===== config.mk =====
export PLATFORM = sky130hd
export DESIGN_NAME = pfd_divider
export DESIGN_NICKNAME = d
export VERILOG_FILES = /design/src/hdl/pfd_pkg.sv /design/src/hdl/pfd_divider.sv /design/src/hdl/pfd_prescaler.sv /design/src/hdl/pfd_tone_counter.sv
export SDC_FILE = /design/constraint.sdc
export NUM_CORES = 1
export LEC_CHECK = 0
export BUFFER_PORTS_ARGS = -buffer_cell sky130_fd_sc_hd__clkbuf_2
export CORE_MARGIN = 4
export CORE_UTILIZATION = 40
export CTS_BUF_LIST = sky130_fd_sc_hd__clkbuf_8
export CTS_CLUSTER_SIZE = 10
export DETAILED_ROUTE_END_ITERATION = 7
export PLACE_DENSITY = 0.75
export SYNTH_ARGS = -nofsm -noshare
export SYNTH_HDL_FRONTEND = slang
export SYNTH_HIERARCHICAL = 1
export SYNTH_SLANG_ARGS = --single-unit

===== constraint.sdc =====
create_clock -name clk_i -period 1.94 [get_ports clk_i]
set_clock_uncertainty 0.1 [all_clocks]
set_input_delay 0.291 -clock clk_i [delete_from_list [all_inputs] [get_ports clk_i]]
set_output_delay 0.291 -clock clk_i [all_outputs]
set_load 0.01 [all_outputs]

===== src/hdl/pfd_pkg.sv =====
package pfd_pkg;

	localparam int unsigned ADDR_W = 12;

	// Printed offsets are not multiples of four: they are register indices.
	localparam logic [7:0] IDX_CONTROL = 8'h2E;
	localparam logic [7:0] IDX_RELOAD  = 8'h2F;
	localparam logic [ADDR_W-1:0] ADDR_CONTROL = {2'h0, IDX_CONTROL, 2'h0};
	localparam logic [ADDR_W-1:0] ADDR_RELOAD  = {2'h0, IDX_RELOAD, 2'h0};

	localparam int unsigned BIT_ENABLE  = 4;
	localparam int unsigned BIT_PRES_LO = 5;
	localparam int unsigned BIT_PRES_HI = 6;
	localparam int unsigned BIT_SRC_SEL = 7;
	localparam logic [7:0]  CTRL_MASK   = 8'hF0;

	localparam logic [7:0] CTRL_RESET   = 8'h00;
	localparam logic [7:0] RELOAD_RESET = 8'h00;

	// High-speed source is the fast clock divided by four.
	localparam int unsigned HS_DIV = 4;
	localparam logic [1:0] HS_LAST = 2'(HS_DIV - 1);

	typedef struct packed {
		logic        psel;
		logic        penable;
		logic        pwrite;
		logic [ADDR_W-1:0] paddr;
		logic [31:0] pwdata;
	} pfd_apb_req_t;

	typedef struct packed {
		logic        pready;
		logic        pslverr;
		logic [31:0] prdata;
	} pfd_apb_rsp_t;

	typedef struct packed {
		logic       src_sel;
		logic [1:0] pres;
		logic       enable;
	} pfd_ctrl_t;

endpackage


===== src/hdl/pfd_divider.sv =====
// The implementer's own choice: register access over APB.
`timescale 1ns/1ps
// What this block does
// - Enable bit 4 drives tone onto pin; cleared holds the pin low.
// - Control bits 6:5 pick prescale divide of 1, 2, 4 or 8.
// - Control bit 7 picks fast clock over four, else the 32768Hz tick.
// - Prescaler output feeds counter reloaded from 8-bit read/write value N.
// - Writes to the reload value are ignored while disabled.
// - While disabled the reload value is cleared to zero by hardware.
// - Control bits 3:0 read zero and ignore writes.
module pfd_divider
	import pfd_pkg::*;
(
	input  wire logic         clk_i,
	input  wire logic         reset_n_i,
	input  wire logic         slow_tick_i,
	input  pfd_pkg::pfd_apb_req_t apb_req_i,
	output pfd_pkg::pfd_apb_rsp_t apb_rsp_o,
	output logic              tone_out_pin_o
);

	////////////////////////////////////////////////////////////////////////

	logic [7:0] divider_control_r;
	logic [7:0] divider_reload_value_r;
	logic [7:0] control_nxt;
	logic [7:0] reload_nxt;
	logic [1:0] hs_count_r;
	logic       hs_tick_r;
	logic       pready_r;
	logic       pslverr_r;
	logic [31:0] prdata_r;
	logic       tone_out_pin_r;

	pfd_ctrl_t  ctrl;
	logic       access;
	logic       wr;
	logic       hit_ctrl;
	logic       hit_reload;
	logic       mapped;
	logic [31:0] rd_data;
	logic       src_tick;
	logic       pres_tick;
	logic       tone;
	logic       hold;

	////////////////////////////////////////////////////////////////////////

	assign access     = apb_req_i.psel && apb_req_i.penable && !pready_r;
	// A write lands on the edge at which the master samples pready high.
	assign wr         = apb_req_i.psel && apb_req_i.penable && pready_r &&
	                    apb_req_i.pwrite;
	assign hit_ctrl   = apb_req_i.paddr == ADDR_CONTROL;
	assign hit_reload = apb_req_i.paddr == ADDR_RELOAD;
	assign mapped     = hit_ctrl || hit_reload;

	assign ctrl.src_sel = divider_control_r[BIT_SRC_SEL];
	assign ctrl.pres    = {divider_control_r[BIT_PRES_HI],
	                       divider_control_r[BIT_PRES_LO]};
	assign ctrl.enable  = divider_control_r[BIT_ENABLE];
	assign hold         = !ctrl.enable;

	assign control_nxt = (wr && hit_ctrl) ?
	                     (apb_req_i.pwdata[7:0] & CTRL_MASK) :
	                     divider_control_r;

	// Clearing happens whenever the enable is low, so a write in that
	// state is both ignored and overwritten with zero.
	assign reload_nxt = hold ? 8'h00 :
	                    ((wr && hit_reload) ? apb_req_i.pwdata[7:0]
	                                        : divider_reload_value_r);

	assign rd_data = hit_ctrl   ? {24'h0, divider_control_r} :
	                 hit_reload ? {24'h0, divider_reload_value_r} :
	                              32'h0;

	// Source pick between the divided fast clock and the slow tick.
	assign src_tick = ctrl.src_sel ? hs_tick_r : slow_tick_i;

	////////////////////////////////////////////////////////////////////////

	always_ff @(posedge clk_i or negedge reset_n_i) begin
		if (!reset_n_i) begin
			divider_control_r      <= CTRL_RESET;
			divider_reload_value_r <= RELOAD_RESET;
		end else begin
			divider_control_r      <= control_nxt;
			divider_reload_value_r <= reload_nxt;
		end
	end

	always_ff @(posedge clk_i or negedge reset_n_i) begin
		if (!reset_n_i) begin
			pready_r  <= 1'b0;
			pslverr_r <= 1'b0;
			prdata_r  <= 32'h0;
		end else begin
			pready_r  <= access;
			pslverr_r <= access && !mapped;
			prdata_r  <= (access && !apb_req_i.pwrite) ? rd_data : 32'h0;
		end
	end

	// Free-running fast-clock divide by four.
	always_ff @(posedge clk_i or negedge reset_n_i) begin
		if (!reset_n_i) begin
			hs_count_r <= 2'h0;
			hs_tick_r  <= 1'b0;
		end else begin
			hs_count_r <= 2'(hs_count_r + 2'h1);
			hs_tick_r  <= hs_count_r == HS_LAST;
		end
	end

	always_ff @(posedge clk_i or negedge reset_n_i) begin
		if (!reset_n_i) begin
			tone_out_pin_r <= 1'b0;
		end else begin
			tone_out_pin_r <= ctrl.enable && tone;
		end
	end

	////////////////////////////////////////////////////////////////////////

	pfd_prescaler u_prescaler (
		.clk_i     (clk_i),
		.reset_n_i (reset_n_i),
		.clear_i   (hold),
		.tick_i    (src_tick),
		.pres_i    (ctrl.pres),
		.tick_o    (pres_tick)
	);

	pfd_tone_counter #(
		.WIDTH (8)
	) u_counter (
		.clk_i     (clk_i),
		.reset_n_i (reset_n_i),
		.clear_i   (hold),
		.tick_i    (pres_tick),
		.reload_i  (divider_reload_value_r),
		.tone_o    (tone)
	);

	assign apb_rsp_o.pready  = pready_r;
	assign apb_rsp_o.pslverr = pslverr_r;
	assign apb_rsp_o.prdata  = prdata_r;
	assign tone_out_pin_o    = tone_out_pin_r;

endmodule


===== src/hdl/pfd_prescaler.sv =====
`timescale 1ns/1ps
module pfd_prescaler
	import pfd_pkg::*;
(
	input  wire logic       clk_i,
	input  wire logic       reset_n_i,
	input  wire logic       clear_i,
	input  wire logic       tick_i,
	input  wire logic [1:0] pres_i,
	output logic            tick_o
);

	logic [2:0] count_r;
	logic [2:0] last;
	logic [2:0] count_nxt;
	logic       wrap;

	// Divide by 1, 2, 4 or 8.
	assign last      = 3'((4'h1 << pres_i) - 4'h1);
	assign wrap      = tick_i && (count_r >= last);
	assign count_nxt = clear_i ? 3'h0 : (wrap ? 3'h0 :
	                   (tick_i ? 3'(count_r + 3'h1) : count_r));

	always_ff @(posedge clk_i or negedge reset_n_i) begin
		if (!reset_n_i) begin
			count_r <= 3'h0;
			tick_o  <= 1'b0;
		end else begin
			count_r <= count_nxt;
			tick_o  <= wrap && !clear_i;
		end
	end

endmodule


===== src/hdl/pfd_tone_counter.sv =====
`timescale 1ns/1ps
module pfd_tone_counter
	import pfd_pkg::*;
#(
	parameter int unsigned WIDTH = 8
)(
	input  wire logic             clk_i,
	input  wire logic             reset_n_i,
	input  wire logic             clear_i,
	input  wire logic             tick_i,
	input  wire logic [WIDTH-1:0] reload_i,
	output logic                  tone_o
);

	if (WIDTH < 1 || WIDTH > 16) begin : g_width_check
		$error("pfd_tone_counter: WIDTH must be 1..16");
	end

	logic [WIDTH-1:0] count_r;
	logic             reload;

	assign reload = tick_i && (count_r == '0);

	always_ff @(posedge clk_i or negedge reset_n_i) begin
		if (!reset_n_i) begin
			count_r <= '0;
			tone_o  <= 1'b0;
		end else if (clear_i) begin
			count_r <= '0;
			tone_o  <= 1'b0;
		end else if (reload) begin
			count_r <= reload_i;
			tone_o  <= !tone_o;
		end else if (tick_i) begin
			count_r <= count_r - 1'b1;
		end
	end

endmodule


Word level (Yosys, flattened, before mapping):

Index checks and enable logic that the tools add are counted.

* add/subtract/negate cells: 4
* $lt $le $gt $ge: 1
* eq/ne operators: 7
* shifts and indexed selects: 1
* mux-type cells: 14
* reduce and logical (&&, ||, !) cells: 18

Operator list (count)
* $mux W8: 8
* $eq A12 B8 Y1 const B: 2
* $logic_and A1 B1 Y1: 12
* $mux W3: 3
* $logic_not A8 Y1: 1
* $sub A8 B1 Y8 const B: 1
* $ne A3 B1 Y1 const B: 2
* $logic_not A1 Y1: 4
* $ne A2 B1 Y1 const B: 2
* $add A3 B1 Y3 const B: 1
* $ge A3 B3 Y1: 1
* $mux W1: 3
* $shl A1 B2 Y3 const A: 1
* $sub A3 B1 Y3 const B: 1
* $add A2 B1 Y2 const B: 1
* $eq A2 B2 Y1 const B: 1
* $logic_or A1 B1 Y1: 1

* bits in registers: 39
* input bits: 50
* output and inout port bits: 35

Depth between registers and ports, before layout:

Gate-level depths: netlist (run 1).

* depth in word-level cells: 6
* mapped depth: 7
* gate-level depth less buffers: 6

Cells and area by module:

The synthesis (run 1) kept the hierarchy.

By module, submodules not included
* pfd_divider: times used 1, cells each 101, area an instance 1238.7 um^2, sequential area each 650.6 um^2
* pfd_tone_counter: times used 1, cells each 68, area an instance 651.9 um^2, sequential area each 225.2 um^2
* pfd_prescaler: times used 1, cells each 28, area an instance 291.5 um^2, sequential area each 100.1 um^2

Worst setup path after synthesis (run 1):

No wires, ideal clock.

* kind: in2reg
* start point: input port apb_req_i[41] in the netlist's numbering
* end point: register prdata_r[1]
* arrival: 1.673 ns
* required time: 1.774 ns
* slack: 0.101 ns
* stages: 4
* path buffers: 0
* cell sequence: or4_4 -> or4_4 -> nor2_4 -> and2_1

* longest elaborated chain between the ends: 4
* elaborated cells between the ends (all ways): 5

Ends and longest elaborated chain
* start, declared: line pfd_divider.sv:17 `input pfd_pkg::pfd_apb_req_t apb_req_i,`
* $eq A12 B8 Y1: line pfd_divider.sv:54 `assign hit_reload = apb_req_i.paddr == ADDR_RELOAD;`
* $mux W8: line pfd_divider.sv:74 `hit_reload ? {24'h0, divider_reload_value_r} :`
* $mux W8 (*): line pfd_divider.sv:73 `assign rd_data = hit_ctrl ? {24'h0, divider_control_r} :`
* $mux W8 (*): line pfd_divider.sv:100 `prdata_r <= (access && !apb_req_i.pwrite) ? rd_data : 32'h0;`
* end signal, assigned: line pfd_divider.sv:100
* end, declared: line pfd_divider.sv:32 `logic [31:0] prdata_r;`

Every way passes the cells marked *; elsewhere a longest branch is shown, timed or not.
A chain may end at the register's enable or synchronous reset.

Worst setup path after layout (run 1):

* start point: register pready_r
* end point: register prdata_r[2]

* longest elaborated chain between the ends: 4

Ends and longest elaborated chain
* start, declared: line pfd_divider.sv:30 `logic pready_r;`
* start signal, assigned: line pfd_divider.sv:98 `pready_r <= access;`
* $logic_not A1 Y1: line pfd_divider.sv:49 `assign access = apb_req_i.psel && apb_req_i.penable && !pready_r;`
* $logic_and A1 B1 Y1: line pfd_divider.sv:49
* $logic_and A1 B1 Y1: line pfd_divider.sv:100
* $mux W8: line pfd_divider.sv:100

No other way between the ends.

==> results of run 1 <==
area by class of cell:
type,instances,area [µm²],share of cell area [%]
Clock buffer,6,82.6,3.29
Clock inverter,2,35.0,1.39
Sequential cell,39,976,38.8
Multi-Input combinational cell,143,1040,41.6
Timing Repair Buffer,46,258,10.3
Tap cell,70,87.6,3.48
Inverter,8,30.0,1.19
power by group through the flow:
stage	logic, µW	registers (µW)	clock network (µW)
5_1_grt	106	816	754
2_1_floorplan	77.0	832	0
3_3_place_gp	89.2	831	0
6_report	91.6	816	692
4_1_cts	92.4	815	710
3_5_place_dp	90.8	831	0
metrics by stage:
stage / TNS, ns / setup WS [ns]
floorplan: 0 / 0.101
global placement: -0.637 / -0.0577
detailed placement: -0.614 / -0.0611
CTS: 0 / 0.129
global route: 0 / 0.0370
finish: 0 / 0.130
kinds of logic after synthesis:
family	Yosys count	share of synthesized area (%)
AND/OR/NAND/NOR	71	23.5
XOR/XNOR	1	0.401
AO/OA/AOI/OAI	27	9.52
multiplexers	13	6.31
buffers and inverters	38	11.4
adder cells (fa/ha/maj)	7	4.01
flip-flops	39	44.7
other	1	0.172
cells in the final DEF (no fill, tap or decap), drive strengths merged, types with 6 or more instances in the layout:
| cell | count |
|---|---|
| inv | 8 |
| mux2i | 7 |
| conb | 24 |
| mux2 | 6 |
| ha | 7 |
| a21oi | 6 |
| nor4 | 6 |
| clkbuf | 42 |
| buf | 9 |
| nor2 | 19 |
| nand2 | 8 |
| dfrtp | 39 |
| a22o | 8 |
layer usage:
| layer | wire length [µm] | part of all wire, % | global-route usage [%] |
|---|---|---|---|
| met1 | 1720 | 43 | 16.6 |
| met2 | 1910 | 48 | 22.1 |
| met3 | 250 | 6.3 | 2.74 |
| met4 | 73 | 1.8 | 6.15 |
| met5 | 0 | 0 | 0 |
registers in the layout, indices dropped and copies added (netlist names), 2 cells and up:
register                cells
divider_control_r           4
divider_reload_value_r      8
hs_count_r                  2
prdata_r                    8
u_counter/count_r           8
u_prescaler/count_r         3
worst reg2reg max path, cell delays in order, from the launching register on:
cell and delay [ns]:
dfrtp_1 0.38, or4bb_1 0.49, or4_4 0.49, nor2_4 0.14, and2_1 0.14
worst paths after layout:
kind                               startpoint                         to  slack (ns)  cells after the start
min in group asynchronous           reset_n_i              hs_count_r[1]        0.49                      3
max in group asynchronous           reset_n_i                   pready_r        0.92                      3
worst max-delay path                 pready_r                prdata_r[2]        0.13                      4
worst min register to register  hs_count_r[0]              hs_count_r[0]        0.33                      1
worst min-delay path             apb_req_i[0]  divider_reload_value_r[0]        0.11                      2
worst max register to register       pready_r                prdata_r[2]        0.13                      4
==> reports/summary.txt, run 1 <==
WL final -> 3.96 mm
Post-synthesis sequential area ratio -> 44.7%
Worst Setup End Kind -> flip-flop
Post-CTS Setup Inserts -> 0
Final Max Slew Viols -> 0
CP delay by family, top -> simple AND/OR/NAND/NOR gates
Vias in the first global route -> 1500
Sw Share -> 21.0%
IO buf count -> 36
Total Routing Usage GR -> 13.3%
Critical path's largest stage delay -> 0.49 ns
Global-route wire length before repair -> 6.89 mm
Most frequent cell after synthesis -> dfrtp_1
DRT antenna net count -> 0
Outcome -> completed
Syn. warnings -> 6
Cell area after synthesis -> 0.00218 mm²
CTS tree -> yes
Worst hold path type -> in -> reg
Internal power -> 1260 µW
CTS root buf -> clkbuf_8
First-pass DRT Iterations -> 4
Gr ovfl total -> 0
Area Overhead vs Synth -> 15.2%
Post-cts resize count -> 0
Gp weighted congestion -> 0.786
Placed Area -> 0.00239 mm²
Peak supply drop -> 0.476 mV
Clk pwr share -> 43.3%
Post-synth cell types -> 55
Async S/R FF share, synth -> 100%
Hold buffers post-CTS -> 1
Die Wd -> 81.9 µm
# IOs -> 85
Std-Cell Rows -> 26
Final setup fails -> 0
Synth area leader -> dfrtp_1
Rel. slew slack -> 54.9%
Ratio of cells with drive above 1 in the final layout -> 32.0%
Part of the power in combinational logic -> 5.7%
Clk slew on worst S/H paths -> 0.08 ns
Nets -> 300
Final core occ -> 48.3%
DR iter-0 viols -> 112
Hold Vio Cnt, Final -> 0
Crit start category -> flip-flop
RSZ-0062 raised after global routing -> no
Die height -> 81.9 µm
Wire per inst -> 12.6 µm
Fill count -> 478
CTS buffer count -> 5
Hold_ws -> 0.108 ns
Leading cell types by count after synthesis -> dfrtp_1, buf_4, nor2_1
Final Power -> 1600 µW
Sink Count -> 39
Clock latency on the worst-skew pair -> 0.29 ns
Largest net degree at the start of global routing -> 40
CP Data Arrival Time -> 1.93 ns
N_diodes -> 0
Power Dens Cells -> 636 mW/mm²
Cell area after layout -> 0.00251 mm²
Fin cells -> 314
Hpwl dp -> 3.02 mm
Largest cells by area after synthesis -> dfrtp_1, buf_4, ha_1, a22o_1, mux2i_1
Worst Setup Path Type -> reg -> reg
Number of flops mapped to enable cells by yosys -> 0
CP Max Fanout -> 5
NetSw -> 336 µW
Max Clk Rate -> 553 MHz
Initial antenna violation count -> 0
Core area -> 0.00520 mm²
Total die area -> 0.00670 mm²
Period utilization -> 93.3%
Min cycle time layout -> 1.81 ns
CP bufs+invs -> 0
Via count -> 1534
Post-synthesis average cell area -> 11.1 µm²
DR DRC count -> 0
Max Buffers Root-to-Sink -> 2
H-tree depth -> 2
#FFs+latches synth -> 39
Sequential power share -> 51.0%
Critical-path cell list -> or4bb_1 > or4_4 > nor2_4 > and2_1
Ys flop type -> dfrtp_1
Worst Tran Pin Value -> 0.676 ns
Dpl cells -> 305
Leak -> 0.00123 µW
Initial Util -> 41.9%
Slowest cell on crit path -> or4bb_1
Area share of the largest cell type after synthesis -> 44.7%
Vias/cell -> 4.89
WP data required -> 2.06 ns
Max_cap viols -> 0
Post-Syn Instances -> 197
No activity file was read; power rests on OpenSTA's default activity.
==> inputs of run 2 (changes only) <==
CELL_PAD_IN_SITES_DETAIL_PLACEMENT = 1   (was default)
CELL_PAD_IN_SITES_GLOBAL_PLACEMENT = 1   (was default)
CORE_UTILIZATION = 38   (was 40)
PLACE_DENSITY = 0.89   (was 0.75)
==> run 2 against run 1 <==
Net effect:
- design area decreased by 1.3%
- global-route usage up 1.8 points
- flip-flop and latch count unchanged
- critical path depth is the same
- combinational power increased by 0.5%
- die area rose by 4.7%
- register-to-register slack barely moved
- sequential power about the same
- first-iteration DRC count shrank 55%
- utilization fell by 3.5 points
- hold slack improved by 0.015 ns
- largest power group unchanged
- wire length grew 31%
==> reports/summary.txt, run 2 (synthesized netlist as in run 1, its figures left out) <==
Outcome -> completed
Dpl cells -> 306
Leak -> 0.00121 µW
Peak supply drop -> 0.524 mV
Commonest non-fill, non-tap cell in the layout -> dfrtp_1
Vias in the first global route -> 1783
Worst hold path type -> in -> reg
WP data required -> 2.08 ns
Hold Vio Cnt, Final -> 0
NetSw -> 371 µW
Placed Area -> 0.00238 mm²
Slowest cell on crit path -> or4bb_1
Crit start category -> flip-flop
Period utilization -> 94.1%
H-tree depth -> 2
Final Max Slew Viols -> 0
Worst Tran Pin Value -> 0.731 ns
IO buf count -> 36
DRT antenna net count -> 0
Initial antenna violation count -> 0
Final core occ -> 44.8%
Power Dens Cells -> 591 mW/mm²
Sink Count -> 39
DR DRC count -> 0
Post-CTS Setup Inserts -> 0
# IOs -> 85
DR iter-0 viols -> 50
Cell area after layout -> 0.00248 mm²
WL final -> 5.17 mm
Worst Setup End Kind -> flip-flop
Worst Setup Path Type -> reg -> reg
Total Routing Usage GR -> 15.2%
RSZ-0062 raised after global routing -> no
Critical path's largest stage delay -> 0.50 ns
Total die area -> 0.00702 mm²
Die Wd -> 83.8 µm
Gp weighted congestion -> 0.779
Gr ovfl total -> 0
Internal power -> 1090 µW
Clock latency on the worst-skew pair -> 0.30 ns
Sequential power share -> 55.6%
Max Buffers Root-to-Sink -> 2
Hpwl dp -> 4.00 mm
CTS buffer count -> 5
Final setup fails -> 0
Wire per inst -> 16.4 µm
Largest net degree at the start of global routing -> 40
CTS root buf -> clkbuf_8
Clk pwr share -> 38.1%
Clk slew on worst S/H paths -> 0.09 ns
Initial Util -> 39.4%
Max_cap viols -> 0
CP Data Arrival Time -> 1.96 ns
Fin cells -> 315
Min cycle time layout -> 1.82 ns
CTS tree -> yes
Nets -> 299
Part of the power in combinational logic -> 6.3%
Area Overhead vs Synth -> 13.6%
Std-Cell Rows -> 27
Sw Share -> 25.3%
Setup TNS -> 0 ns
Critical-path cell list -> or4bb_1 > or4_4 > nor2_4 > and2_1
Core area -> 0.00554 mm²
Die height -> 83.8 µm
Via count -> 1607
Most frequent cells in the layout -> dfrtp_1, clkbuf_2, conb_1
Vias/cell -> 5.10
Regs by FF count -> divider_reload_value_r: 8 flops, prdata_r: 8 flops, u_counter/count_r: 8 flops
Rel. slew slack -> 51.3%
Ratio of cells with drive above 1 in the final layout -> 31.7%
N_diodes -> 0
Global-route wire length before repair -> 8.50 mm
First-pass DRT Iterations -> 4
CP Max Fanout -> 5
Final Power -> 1470 µW
Max Clk Rate -> 548 MHz
run 2: cell types whose count changed in the layout (fill, tap and decap cells not counted):
| cell | before | now |
|---|---|---|
| buf_4 | 9 | 8 |
| bufinv_16 | 1 | 0 |
| clkbuf_8 | 6 | 5 |
| clkinvlp_4 | 0 | 2 |
run 2: cell type report:
class | instances | area, µm²
flip-flops and latches | 39 | 976
fillers | 647 | 3060
well taps | 72 | 90.1
multi-input cells | 143 | 1040
clock inverters | 3 | 20.0
clock buffers | 5 | 68.8
inverters | 8 | 30.0
repair buffers | 45 | 250
run 2: power by group through the flow:
stage	sequential [µW]	clock, µW	combinational [µW]
final	816	558	92.1
after global routing	816	613	102
after CTS	816	572	92.3
after detailed placement	832	0	90.6
after global placement	832	0	87.6
after floorplan	832	0	77.0
run 2: path summary, 6_finish.rpt:
kind,slack [ns],to,depth (start not counted),startpoint
setup / recovery,0.12,prdata_r[3],4,pready_r
max in group asynchronous,0.89,u_prescaler/count_r[1],3,reset_n_i
setup reg to reg,0.12,prdata_r[3],4,pready_r
hold reg to reg,0.33,hs_count_r[0],1,hs_count_r[0]
min in group asynchronous,0.49,u_counter/count_r[0],3,reset_n_i
hold / removal,0.12,divider_reload_value_r[3],2,apb_req_i[3]
run 2: what timing repair did:
item | in CTS | in global routing
hold buffers | 1 | 0
gates resized for setup | 0 | 0
endpoints found under the hold margin | 39 | 0
run 2: worst max-delay path: cells and delay by family (launching register included):
family	cells	cell delay (ns)
DFF	1	0.42
and+or+nand+nor	4	1.26
run 2: metal layers:
layer	global-route usage [%]	part of all wire (%)	vias to the layer above	routed length [µm]
met5	0	0	-	0
met4	7.02	2.7	0	142
met3	3.95	5.5	16	286
met2	28.6	54	59	2800
met1	15.5	38	794	1950
li1	-	-	738	-
run 2: stage by stage:
stage	hold slack [ns]	worst slack, ns
floorplan	-0.105	0.101
global placement	0.281	-0.0579
detailed placement	0.288	-0.148
CTS	0.119	0.0930
global route	0.109	0.0305
finish	0.123	0.115
==> inputs of run 3 (changes only) <==
CORE_UTILIZATION = 37   (was 38)
PLACE_DENSITY = default   (was 0.89)
PLACE_DENSITY_LB_ADDON = 0.1   (was default)
SKIP_LAST_GASP = 1   (was default)
SYNTH_HIERARCHICAL = default   (was 1)
==> run 3 against run 2 <==
Net effect:
- sequential power increased by 32%
- highest routed layer unchanged
- clock power fell by 6.3%
- wire length is 1.5% higher
- flip-flop and latch count did not move
- clock-buffer cell count stayed put
- utilization increased by 1.4 points
- hold slack improved by 0.023 ns
- register-to-register slack about the same
- power grew 61%
- sequential share of layout area shrank 1.2 points
- largest cell class unchanged
==> reports/summary.txt, run 3 <==
First-pass DRT Iterations -> 4
Ratio of cells with drive above 1 in the final layout -> 28.1%
DRT antenna net count -> 0
Max_cap viols -> 0
Worst hold path type -> in -> reg
Leading cell types by count after synthesis -> dfrtp_1, buf_4, a21oi_1
Peak supply drop -> 0.547 mV
Fill count -> 667
Most frequent cell after synthesis -> dfrtp_1
Sink Count -> 39
CP Max Fanout -> 4
Max Buffers Root-to-Sink -> 2
IO buf count -> 36
Die Wd -> 83.8 µm
Setup TNS -> 0 ns
DR iter-0 viols -> 72
Total die area -> 0.00702 mm²
Syn. warnings -> 0
Via count -> 1712
Wire per inst -> 15.4 µm
CTS root buf -> clkbuf_8
Post-Syn Instances -> 213
Async S/R FF share, synth -> 100%
# IOs -> 85
Hold Vio Cnt, Final -> 0
Leak -> 0.00129 µW
Number of flops mapped to enable cells by yosys -> 0
Reg2reg path depth -> 6
Die height -> 83.8 µm
Rel. slew slack -> 63.6%
WL final -> 5.25 mm
Vias in the first global route -> 1905
Hpwl dp -> 4.10 mm
Global-route wire length before repair -> 9.09 mm
Regs by FF count -> divider_reload_value_r: 8 flops, prdata_r: 8 flops, u_counter.count_r: 8 flops
Gr ovfl total -> 0
Initial Util -> 38.4%
DR DRC count -> 0
Largest cells by area after synthesis -> dfrtp_1, buf_4, ha_1, mux2i_1, a21oi_1
Ys flop type -> dfrtp_1
Final setup fails -> 0
Vias/cell -> 5.01
Synth area leader -> dfrtp_1
Commonest non-fill, non-tap cell in the layout -> dfrtp_1
Final Max Slew Viols -> 0
Core area -> 0.00554 mm²
Post-synthesis average cell area -> 9.98 µm²
Std-Cell Rows -> 27
Area share of the largest cell type after synthesis -> 45.9%
Post-CTS Setup Inserts -> 0
Multi-input logic area -> 0.00101 mm²
Largest net degree at the start of global routing -> 25
Clock latency on the worst-skew pair -> 0.29 ns
CTS tree -> yes
RSZ-0062 raised after global routing -> no
Worst Setup End Kind -> flip-flop
#FFs+latches synth -> 39
Max Clk Rate -> 533 MHz
Area Overhead vs Synth -> 20.3%
Gp weighted congestion -> 0.722
Total Routing Usage GR -> 16.0%
Register area -> 976 µm²
Worst Tran Pin Value -> 0.530 ns
Outcome -> completed
Crit start category -> input port
H-tree depth -> 2
Period utilization -> 96.7%
Initial antenna violation count -> 0
Nets -> 326
Min cycle time layout -> 1.88 ns
Cell area after synthesis -> 0.00213 mm²
Post-synth cell types -> 45
CP Data Arrival Time -> 1.95 ns
WP data required -> 2.02 ns
Worst Setup Path Type -> in -> reg
Final core occ -> 46.2%
Power Dens Cells -> 925 mW/mm²
Final Power -> 2370 µW
N_diodes -> 0
Most frequent cells in the layout -> dfrtp_1, clkbuf_2, conb_1
Post-synthesis sequential area ratio -> 45.9%
CTS buffer count -> 5
Clk slew on worst S/H paths -> 0.08 ns
Hold depth -> 3
run 3: where the power goes:
part	total, µW	switching, µW	internal [µW]	leakage, µW
clock	523	281	242	0.0000505
combinational	763	394	370	0.000734
sequential	1080	142	937	0.000506
run 3: routing by layer:
layer	wire length, µm	share of wire [%]	up-vias	GRT usage [%]
li1	-	-	816	-
met1	2340	44	858	19.8
met2	2680	51	34	27.5
met3	183	3.5	4	3.95
met4	49	0.93	0	4.68
met5	0	0	-	0
run 3: final cells by class:
cell class	count	area share [%]
clock inverters	3	0.489
inverters	8	1.17
flip-flops and latches	39	38.2
clock buffers	5	2.69
well taps	72	3.52
multi-input cells	156	39.6
repair buffers	59	14.4
run 3: logic make-up after synthesis:
| logic type | after synthesis | share of synthesized area (%) |
|---|---|---|
| flops | 39 | 45.9 |
| mux | 10 | 4.83 |
| fa+ha+maj | 7 | 4.12 |
| buf+inv | 41 | 12.2 |
| compound gates | 40 | 11.1 |
| xor+xnor | 1 | 0.412 |
| simple gates | 74 | 21.2 |
| other cells | 1 | 0.176 |
run 3: worst paths after layout:
path,startpoint,end,slack (ns)
max in group asynchronous,reset_n_i,prdata_r[4],0.86
min,apb_req_i[3],divider_reload_value_r[3],0.15
max reg2reg,divider_control_r[5],u_prescaler.count_r[2],0.12
min in group asynchronous,reset_n_i,prdata_r[3],0.39
max,apb_req_i[33],divider_control_r[5],0.06
min reg2reg,hs_count_r[0],hs_count_r[0],0.33
run 3: repair_timing:
item	CTS	global route
setup endpoints to repair	1	4
resized for setup	1	2
endpoints found under the hold margin	15	0
gates cloned	0	0
hold buffers	1	0
run 3: metrics by stage:
| step | instances | instance area [µm²] | setup slack, ns | hold WS [ns] |
|---|---|---|---|---|
| 2_1_floorplan | 236 | 2230 | -0.198 | -0.105 |
| 3_3_place_gp | 333 | 2450 | -0.239 | 0.158 |
| 3_5_place_dp | 333 | 2450 | -0.241 | 0.169 |
| 6_report | 342 | 2560 | 0.0634 | 0.147 |
| 4_1_cts | 342 | 2540 | 0.0682 | 0.141 |
| 5_1_grt | 342 | 2560 | 0.0227 | 0.154 |
run 3: critical path, stage by stage:
cell	delay, ns
clkbuf_2	0.09
or4bb_4	0.53
or4_4	0.59
nor2_8	0.14
mux2_4	0.31
